--- config.mk ---
export PLATFORM = sky130hd
export DESIGN_NAME = fsp_spinup_top
export DESIGN_NICKNAME = d
export VERILOG_FILES = /design/src/shared/fsp_pkg.sv /design/src/shared/fsp_pwm_if.sv /design/src/core/fsp_pwm_gen.sv /design/src/core/fsp_spinup_top.sv
export SDC_FILE = /design/constraint.sdc
export NUM_CORES = 1
export LEC_CHECK = 0
export ABC_AREA = 0
export BUFFER_PORTS_ARGS = -buffer_cell sky130_fd_sc_hd__buf_2
export CAP_MARGIN = 20
export CORE_MARGIN = 4
export CORE_UTILIZATION = 45
export DETAILED_ROUTE_END_ITERATION = 10
export PLACE_DENSITY = 0.62
export SKIP_CTS_REPAIR_TIMING = 1
export SLEW_MARGIN = 10
export SYNTH_ARGS = -nofsm -noshare
export SYNTH_HDL_FRONTEND = slang
export SYNTH_SLANG_ARGS = --single-unit
--- constraint.sdc ---
create_clock -name clk_sys -period 3.9 [get_ports clk_sys]
set_input_delay 0 -clock clk_sys [delete_from_list [all_inputs] [get_ports clk_sys]]
set_output_delay 0 -clock clk_sys [all_outputs]
set_load 0.03 [all_outputs]
--- src/shared/fsp_pkg.sv ---
// constants and types shared by the fan spin-up pwm block
package fsp_pkg;
    localparam int unsigned SYS_CLK_HZ     = 20_000_000;
    localparam int unsigned PWM_FAST_HZ    = 360_000;
    localparam int unsigned PWM_SLOW_HZ    = 1_400;
    // fast tick period rounded to nearest cycle: 20 MHz / 360 kHz is not whole
    localparam int unsigned PWM_FAST_DIV   = (SYS_CLK_HZ + PWM_FAST_HZ / 2) / PWM_FAST_HZ;
    localparam int unsigned PWM_SLOW_DIV   = (SYS_CLK_HZ + PWM_SLOW_HZ / 2) / PWM_SLOW_HZ;
    localparam int unsigned SPIN_BASE_US   = 50_000;
    localparam int unsigned SPIN_BASE_CYC  = (SYS_CLK_HZ / 1000) * SPIN_BASE_US / 1000;
    localparam int unsigned DIV_W          = 20;

    // spin-up configuration register layout
    localparam int unsigned CFG_W          = 8;
    localparam int unsigned CFG_TIME_LSB   = 0;
    localparam int unsigned CFG_TIME_W     = 3;
    localparam int unsigned CFG_DUTY_LSB   = 3;
    localparam int unsigned CFG_DUTY_W     = 2;
    localparam int unsigned CFG_FAST_BIT   = 5;
    localparam logic [7:0]  CFG_USED_MASK  = 8'h3F;
    localparam logic [7:0]  CFG_RESET      = 8'h00;

    localparam logic [1:0]  DUTY_SKIP      = 2'h0;
    localparam logic [1:0]  DUTY_HALF      = 2'h1;
    localparam logic [1:0]  DUTY_MID       = 2'h2;
    localparam logic [2:0]  TIME_SKIP      = 3'h0;

    localparam int unsigned FREQ_W         = 5;
    localparam int unsigned DUTY_W         = 6;
    localparam int unsigned UNIT_W         = 7;

    typedef logic [FREQ_W-1:0] fsp_freq_t;
    typedef logic [DUTY_W-1:0] fsp_duty_t;
    typedef enum logic {FSP_RUN, FSP_SPIN} fsp_state_t;
endpackage : fsp_pkg

--- src/shared/fsp_pwm_if.sv ---
// carrier between the spin-up sequencer and the pwm counter
`timescale 1ns/1ps
`default_nettype none
interface fsp_pwm_if;
    import fsp_pkg::*;
    logic       tick;
    fsp_freq_t  half_period;
    fsp_duty_t  duty;
    logic       fan_on;
    modport ctl (output tick, output half_period, output duty, input fan_on);
    modport gen (input tick, input half_period, input duty, output fan_on);
endinterface : fsp_pwm_if
`default_nettype wire

--- src/core/fsp_pwm_gen.sv ---
// pwm period counter: period is twice the frequency value in pwm clock ticks
`timescale 1ns/1ps
`default_nettype none
module fsp_pwm_gen (
    input  wire logic clk_sys,
    input  wire logic resetn,
    fsp_pwm_if.gen    pwm
);
    import fsp_pkg::*;

    fsp_duty_t cnt_r;
    fsp_duty_t cnt_nxt;
    logic      on_r;
    logic      on_nxt;
    fsp_duty_t period;

    always_comb begin
        period  = {pwm.half_period, 1'b0};
        cnt_nxt = cnt_r;
        if (pwm.tick) begin
            if (cnt_r >= period - 6'h01)
                cnt_nxt = 6'h00;
            else
                cnt_nxt = cnt_r + 6'h01;
        end
        // zero frequency value: no period exists, so any nonzero duty is full on
        if (period == 6'h00)
            on_nxt = (pwm.duty != 6'h00);
        else
            on_nxt = (cnt_r < pwm.duty);
    end

    always_ff @(posedge clk_sys or negedge resetn) begin
        if (!resetn) begin
            cnt_r <= 6'h00;
            on_r  <= 1'b0;
        end else begin
            cnt_r <= cnt_nxt;
            on_r  <= on_nxt;
        end
    end

    assign pwm.fan_on = on_r;
endmodule : fsp_pwm_gen
`default_nettype wire

--- src/core/fsp_spinup_top.sv ---
// fan spin-up sequencer driving an open-drain pwm fan output
// Summary of operation
// - upper two config bits read zero and ignore writes
// - fast bit clear: spin-up uses programmed duty code and time code
// - fast bit set: full duty until time expires or, in tach mode, tach reaches setpoint
// - fast bit set overrides the duty code; spin-up output is full duty at any nonzero frequency value, off at frequency value zero
// - time code zero skips spin-up regardless of the fast bit
// - duty code zero skips spin-up unless the fast bit is set
// - duty codes: 01 half, 10 about three quarters, 11 full
// - pwm frequency is selected pwm clock over twice frequency value
// - polarity selects whether fan off pulls low or releases the pin
`timescale 1ns/1ps
`default_nettype none
module fsp_spinup_top #(
    parameter int unsigned SPIN_BASE_CYCLES = fsp_pkg::SPIN_BASE_CYC,
    parameter int unsigned PWM_SLOW_CYCLES  = fsp_pkg::PWM_SLOW_DIV
) (
    input  wire logic             clk_sys,
    input  wire logic             resetn,
    input  wire logic             cfg_wr_en,
    input  wire logic [7:0]       cfg_wr_data,
    output logic      [7:0]       cfg_rd_data,
    input  wire fsp_pkg::fsp_freq_t pwm_freq,
    input  wire logic             pwm_clk_slow,
    input  wire logic             pwm_pol,
    input  wire fsp_pkg::fsp_duty_t normal_duty,
    input  wire logic             tach_mode_en,
    input  wire logic             tach_at_min,
    output logic                  spin_active,
    output logic                  pwm_o,
    output logic                  pwm_oe
);
    import fsp_pkg::*;

    fsp_pwm_if pwm_bus ();

    logic [7:0]       cfg_r;
    logic [7:0]       cfg_nxt;
    logic [DIV_W-1:0] div_r;
    logic [DIV_W-1:0] div_nxt;
    logic [DIV_W-1:0] div_top;
    logic             tick;
    fsp_state_t       state_r;
    fsp_state_t       state_nxt;
    logic [DIV_W-1:0] base_r;
    logic [DIV_W-1:0] base_nxt;
    logic [UNIT_W-1:0] unit_r;
    logic [UNIT_W-1:0] unit_nxt;
    logic             was_off_r;
    logic             was_off_nxt;
    logic             oe_r;
    logic             oe_nxt;
    logic [2:0]       time_code;
    logic [1:0]       duty_code;
    logic             fast;
    logic             start_evt;
    logic             skip;
    logic [UNIT_W-1:0] unit_target;
    logic             time_done;
    logic             tach_done;
    fsp_duty_t        full_duty;
    fsp_duty_t        spin_duty;
    fsp_duty_t        duty_sel;

    assign time_code = cfg_r[CFG_TIME_LSB +: CFG_TIME_W];
    assign duty_code = cfg_r[CFG_DUTY_LSB +: CFG_DUTY_W];
    assign fast      = cfg_r[CFG_FAST_BIT];

    // config register
    always_comb begin
        cfg_nxt = cfg_r;
        if (cfg_wr_en)
            cfg_nxt = cfg_wr_data & CFG_USED_MASK;
    end
    assign cfg_rd_data = cfg_r;

    // pwm clock tick from the system clock
    always_comb begin
        div_top = pwm_clk_slow ? DIV_W'(PWM_SLOW_CYCLES - 1) : DIV_W'(PWM_FAST_DIV - 1);
        tick    = (div_r >= div_top);
        div_nxt = tick ? '0 : div_r + 1'b1;
    end

    // spin-up duty and time decoding
    always_comb begin
        full_duty = {pwm_freq, 1'b0};
        if (fast)
            spin_duty = full_duty;
        else begin
            case (duty_code)
                DUTY_HALF: spin_duty = {1'b0, pwm_freq};
                // three quarters rounded up; lands in the 75-100% band for small values
                DUTY_MID:  spin_duty = {1'b0, pwm_freq} + ((DUTY_W'(pwm_freq) + 6'h01) >> 1);
                default:   spin_duty = full_duty;
            endcase
        end
        unit_target = UNIT_W'(1) << (time_code - 3'h1);
    end

    assign start_evt = was_off_r && (normal_duty != 6'h00);
    // skipped when no time, or when no duty without the fast override
    assign skip      = (time_code == TIME_SKIP)
                     || (!fast && duty_code == DUTY_SKIP);
    assign time_done = (base_r >= DIV_W'(SPIN_BASE_CYCLES - 1)) && (unit_r + 1'b1 >= unit_target);
    // tach only terminates when the shared pin is in tach mode
    assign tach_done = fast && tach_mode_en && tach_at_min;

    // sequencer
    always_comb begin
        state_nxt   = state_r;
        base_nxt    = base_r;
        unit_nxt    = unit_r;
        was_off_nxt = (normal_duty == 6'h00);
        case (state_r)
            FSP_RUN: begin
                base_nxt = '0;
                unit_nxt = '0;
                if (start_evt && !skip)
                    state_nxt = FSP_SPIN;
            end
            FSP_SPIN: begin
                if (normal_duty == 6'h00 || time_done || tach_done)
                    state_nxt = FSP_RUN;
                if (base_r >= DIV_W'(SPIN_BASE_CYCLES - 1)) begin
                    base_nxt = '0;
                    unit_nxt = unit_r + 1'b1;
                end else
                    base_nxt = base_r + 1'b1;
                // clear the timer on exit so a later spin-up always starts from zero
                if (state_nxt == FSP_RUN) begin
                    base_nxt = '0;
                    unit_nxt = '0;
                end
            end
            default: state_nxt = FSP_RUN;
        endcase
    end

    // duty handed to the pwm counter
    always_comb begin
        duty_sel = (state_r == FSP_SPIN) ? spin_duty : normal_duty;
    end

    assign pwm_bus.tick        = tick;
    assign pwm_bus.half_period = pwm_freq;
    assign pwm_bus.duty        = duty_sel;

    fsp_pwm_gen u_gen (
        .clk_sys (clk_sys),
        .resetn  (resetn),
        .pwm     (pwm_bus)
    );

    // open-drain: pin is only ever pulled low, so enabled means 0 V
    always_comb begin
        oe_nxt = pwm_pol ? pwm_bus.fan_on : !pwm_bus.fan_on;
    end

    always_ff @(posedge clk_sys or negedge resetn) begin
        if (!resetn) begin
            cfg_r     <= CFG_RESET;
            div_r     <= '0;
            state_r   <= FSP_RUN;
            base_r    <= '0;
            unit_r    <= '0;
            was_off_r <= 1'b1;
            oe_r      <= 1'b0;
        end else begin
            cfg_r     <= cfg_nxt;
            div_r     <= div_nxt;
            state_r   <= state_nxt;
            base_r    <= base_nxt;
            unit_r    <= unit_nxt;
            was_off_r <= was_off_nxt;
            oe_r      <= oe_nxt;
        end
    end

    assign pwm_o       = 1'b0;
    assign pwm_oe      = oe_r;
    assign spin_active = (state_r == FSP_SPIN);
endmodule : fsp_spinup_top
`default_nettype wire

[After elaboration in Yosys (flattened, before gate mapping)]
Index checks and enable logic that the tools add are counted.
Cells by class
  eq/ne operators: 3
  mux-type cells: 18
  shifts and indexed selects: 1
  magnitude comparators: 5
  bitwise gates (word level): 1
  reduce and logical (&&, ||, !) cells: 18
  $add $sub $neg: 8
Operators with widths (number)
  two-way mux 20 bit: 3
  adder 20 x 1 -> 20 bit, second input constant: 2
  one-hot mux 20 bit (2 select lines): 1
  greater-or-equal comparator 20 x 14 -> 1 bit: 1
  greater-or-equal comparator 20 bit, second input constant: 1
  two-way mux 6 bit: 3
  two-way mux 14 bit: 1
  two-way mux 7 bit: 2
  one-hot mux 7 bit (2 select lines): 1
  one-hot mux 6 bit (2 select lines): 1
  nonzero test 6 bit: 2
  adder 7 x 1 -> 7 bit, second input constant: 1
  greater-or-equal comparator 7 bit: 1
  << shifter 1 x 3 -> 7 bit, first input constant: 1
  adder 5 x 1 -> 6 bit, second input constant: 1
  adder 5 x 5 -> 6 bit: 1
  adder 6 x 1 -> 6 bit, second input constant: 1
  greater-or-equal comparator 6 bit: 1
  logical AND 1 bit: 6
  zero test 6 bit: 1
  < comparator 6 bit: 1
  subtractor 6 x 1 -> 6 bit, second input constant: 1
  zero test 5 bit: 1
  two-way mux 1 bit: 5
  other kinds (10): 14
Storage, ports and cells
  register bits after elaboration: 63
  logic and storage cells: 63
  output and inout bits: 11
  bits of input ports: 26

[Depth between registers and ports, before layout]
  depth after elaboration: 10
  mapped depth: 15
  depth with buffers taken out: 14

[By module]
From an unflattened synthesis, not the netlist that was laid out.
Second synthesis, totals
  cells, all modules: 429
  area, all modules: 4076.4 sq um
By module, submodules not included
  fsp_spinup_top: cells an instance 354, area each 3418.3 sq um, times used 1, seq. area each 1402.6 sq um
  fsp_pwm_gen: cells an instance 75, area each 658.1 sq um, times used 1, seq. area each 175.2 sq um

[Worst setup path after synthesis]
OpenSTA, ideal clock, no wires.
  kind: reg2reg
  from: reg cfg_r[3] (netlist: cfg_rd_data[3])
  to: reg u_gen.on_r (netlist: u_gen.pwm.fan_on)
  stages on the path, launching flop included: 14
  clock period less this slack: 2864 ps
  setup slack: 1036 ps
  path buffers: 1
  data required time: 3812 ps
  library setup time: 88 ps
  arrival: 2776 ps
  cells stage by stage: dfrtp_1 inv_1 ha_1 nor2b_1 clkbuf_1 nand2_1 a21oi_1 a221o_1 ha_1 a21o_1 a21o_1 a221oi_1 a21oi_1 a41oi_1
Between the ends
  cells in the longest elaborated chain, start to end: 6
  elaborated cells between the ends (all ways): 8
  classes of those cells: 1 x order compare; 2 x eq/ne; 4 x mux; 1 x reduce/logical
Ends and longest elaborated chain
  from (decl): RTL line fsp_spinup_top.sv:37  | logic [7:0] cfg_r;
  from (signal assigned): RTL line fsp_spinup_top.sv:169  | cfg_r <= cfg_nxt;
  == test 2 bit / == test 2 x 1 -> 1 bit (equally long branches): RTL line fsp_spinup_top.sv:90  | case (duty_code)
  one-hot mux 6 bit (2 select lines) (*): RTL line fsp_spinup_top.sv:90
  two-way mux 6 bit (*): RTL line fsp_spinup_top.sv:87  | if (fast)
  two-way mux 6 bit (*): RTL line fsp_spinup_top.sv:141  | duty_sel = (state_r == FSP_SPIN) ? spin_duty : normal_duty;
  < comparator 6 bit / nonzero test 6 bit (equally long branches): RTL line fsp_pwm_gen.sv:30, fsp_pwm_gen.sv:28
  two-way mux 1 bit (*): RTL line fsp_pwm_gen.sv:27  | if (period == 6'h00)
  via u_gen.on_nxt: RTL line fsp_pwm_gen.sv:14  | logic on_nxt;
  to (signal assigned): RTL line fsp_pwm_gen.sv:39  | on_r <= on_nxt;
  to (decl): RTL line fsp_pwm_gen.sv:13  | logic on_r;
Mark *: on every way through the listed nets, which the timed path passes. The rest lies on a longest branch.
A chain may end at the register's enable or synchronous reset.

[Worst setup path in the final report]
Same ends and word-level chain as after synthesis.

==> summary.txt <==
Outcome
  • Outcome: finished clean

Setup path
  • Worst Setup SP: cfg_rd_data[3]
  • Setup slack, reg-to-reg: 0.92 ns
  • Worst R2R End: u_gen.pwm.fan_on
  • Worst r2r src: cfg_rd_data[3]
  • Worst R2R Path Depth: 12
  • Setup Crit Path Kind: reg2reg
  • CP arrival: 3.22 ns
  • Crit path required time: 4.14 ns
  • Crit path max fanout: 8
  • Crit path launch type: register
  • Setup crit end: u_gen.pwm.fan_on
  • Worst setup EP type: register

Floorplanning
  • Die Y: 102.4 um
  • Die ar.: 10480 um2
  • # rows: 34
  • Die width: 102.4 um
  • Io pins: 37
  • Core area: 8678 um2
  • Initial core utilization: 46.18%

Layout
  • # diodes: 0
  • Fin util: 53.17%
  • Layout cells sized above 1: 13.01%
  • Finished Cell Area: 4614 um2
  • Area growth syn-to-layout: 15.14%
  • Nets: 534

GRT
  • Vias in the first global route: 2968
  • First-pass GRT wire length: 13920 um
  • Total GRT Usage: 16.60%
  • Largest net degree at the start of global routing: 39
  • Total congestion overflow: 0
  • Initial antenna violation count: 0

Clock tree
  • Clock slew at reported path FFs: 0.07 ns
  • H-tree depth: 3
  • CTS tree: yes
  • Clock Tree Root: clkbuf_8
  • Cts bufs inserted: 9
  • Clock sinks: 63
  • Clk_lat worst skew: 0.34 ns
  • Clk buf depth: 2

Power
  • Sequential share of power: 42.2%
  • Power Total: 1.895 mW
  • Maximum vdd drop: 0.0002912 V
  • Sw power: 602.8 uW
  • Leak Pwr: 2.194 nW
  • Gate power share: 25.5%
  • Clock power share: 32.3%
  • Switching share of power: 31.81%
  • Pwr Density: 410.6 nW/um2
  • P_int: 1.292 mW

Drt
  • DR iter-0 viols: 120
  • Antenna-violating nets left: 0
  • Total number of vias: 3070
  • Iteration count of the initial detailed-routing pass: 4
  • Final wirelength: 7900 um
  • Number of remaining DRC errors: 0
  • Vias per inst: 5.321
  • Drt wl/cell: 13.69 um

Synthesis
  • Synthesized instance count: 414
  • Mean post-synth cell area: 9.680 um2
  • Yosys cell types: 54
  • Main synth FF type: dfrtp_1
  • Number of flops mapped to enable cells by yosys: 0
  • Seq/Total Area, Yosys: 39.37%
  • Yosys reg bits: 63
  • Synth Warn #: 0
  • Ys async rst share: 100.0%
  • Synthesized area: 4008 um2

STA
  • FMAX: 0.3358 GHz
  • Final setup viols: 0
  • Worst Setup Slack, final: 0.9217 ns
  • Fin Setup TNS: 0 ns
  • Hold Violations, Final: 0
  • Tmin final: 2.978 ns
  • Layout Skew: 0.01385 ns
  • Fin crit share: 76.37%
  • Worst-margin pin slew: 0.8181 ns
  • Max_slew headroom: 45.46%
  • Slew Viols, Final: 0
  • RSZ-0062 raised after global routing: false

Place
  • Buffers on Ports: 31
  • Pre-CTS setup slack: 0.8653 ns
  • Post-DP Area: 4263 um2
  • Routability congestion estimate: 0.7904
  • Hpwl dp: 5683 um

Flow run
  • Max_cap viols: 0

Hold path
  • HP Class: in2reg
kinds of logic (layout without fill, tap and decap cells):
kind of cell / after synthesis / in the layout / share of synthesized area [%]
AOI/OAI and AO/OA: 67 / 67 / 12.15
other: 1 / 8 / 0.09357
adders and majority gates: 44 / 44 / 13.92
muxes: 7 / 7 / 1.904
and+or+nand+nor: 162 / 162 / 20.17
DFF: 63 / 63 / 39.37
buffers and inverters: 28 / 76 / 3.216
xor gates and xnor gates: 42 / 42 / 9.179
sequential cells by signal (all words and copies together), names as in the netlist:
register and count:
div_r 20, was_off_r 1, pwm_oe 1, cfg_rd_data 6, base_r 20, unit_r 7, spin_active 1, u_gen.pwm.fan_on 1
u_gen.cnt_r 6
per-stage QoR:
| stage | hold slack (ns) | instances |
|---|---|---|
| 2_1_floorplan | -0.2956 | 421 |
| 3_3_place_gp | 0.1543 | 547 |
| 3_5_place_dp | 0.1506 | 547 |
| 4_1_cts | -0.2206 | 563 |
| 5_1_grt | 0.02454 | 577 |
| 6_report | 0.03030 | 577 |
worst max-delay path, stage by stage, from the launching register on:
cell and delay (ns):
dfrtp_1 0.37, inv_1 0.08, ha_1 0.27, nor2b_1 0.43, nand2_1 0.22, a21oi_1 0.16, a221o_1 0.19, ha_1 0.25
a21o_1 0.16, a21o_1 0.17, a221oi_1 0.29, a21oi_1 0.11, a41oi_1 0.19
power groups by stage:
stage,logic (mW),clock network (mW),registers (mW)
detailed placement,0.476,0,0.811
CTS,0.478,0.631,0.800
global route,0.554,0.663,0.813
floorplan,0.355,0,0.803
finish,0.483,0.612,0.799
global placement,0.461,0,0.811
layout make-up:
class / instances / area [um2]
clock inverters: 6 / 83.83
inverters: 12 / 45.04
multi-input cells: 330 / 2327
fillers: 791 / 4064
clock buffers: 10 / 127.6
flip-flops and latches: 63 / 1578
repair buffers: 48 / 317.8
well taps: 108 / 135.1
synth_stat cells, types with 2 or more instances:
library cell   n  share of area (%)
nor3_1         6               0.75
nor3b_1        2               0.37
mux2i_1        2               0.50
nand3b_1       4               0.75
a21oi_1       12                1.5
a221o_1        3               0.75
xnor2_1       19                4.2
or3_1          3               0.47
and4_1         8                1.7
o2bb2ai_1      3               0.66
nand4_1        4               0.62
a221oi_1       2               0.44
ha_1          43                 13
o211ai_1       5               0.94
a21o_1         6                1.1
nor2b_1        4               0.62
xor2_1        23                5.0
a32o_1         5                1.2
nand2_1       32                3.0
inv_1         12                1.1
o21ai_0       12                1.5
clkbuf_1      10               0.94
buf_4          4               0.75
and2_1         2               0.31
a31oi_1        3               0.47
and3_1        11                1.7
dfrtp_1       62                 39
nor4_1         3               0.47
mux2_2         5                1.4
nand2b_1       6               0.94
a211oi_1       2               0.37
o21ai_2        2               0.44
nor2_1        49                4.6
nand3_1       25                3.1
routing by layer:
metal | GRT usage (%) | part of all wire (%) | wire length, um
met1 | 22.25 | 47 | 3745
met4 | 4.945 | 1.1 | 83
met2 | 26.44 | 48 | 3821
met5 | 0 | 0 | 0
met3 | 4.369 | 3.2 | 249
cell usage in the layout (no fill, tap or decap), types with 6 or more instances in the layout:
cell type,count
dfrtp_1,62
nor2_1,49
ha_1,43
nand2_1,32
buf_2,31
nand3_1,25
xor2_1,23
xnor2_1,19
dlygate4sd3_1,14
inv_1,12
a21oi_1,12
and3_1,11
o21ai_0,11
clkbuf_8,9
and4_1,8
conb_1,8
nor3_1,6
a21o_1,6
nand2b_1,6
how the worst min path moves through the flow:
stage | startpoint | to | slack (ns) | cells past startpoint
finish | cfg_wr_en | cfg_rd_data[0] | 0.03 | 2
global route | cfg_wr_en | cfg_rd_data[0] | 0.02 | 2
CTS | resetn | u_gen.cnt_r[4] | -0.22 | 1
detailed placement | resetn | u_gen.cnt_r[4] | 0.15 | 1
global placement | resetn | div_r[3] | 0.15 | 1
floorplan | resetn | base_r[0] | -0.30 | 0
No activity file was read; power rests on OpenSTA's default activity.
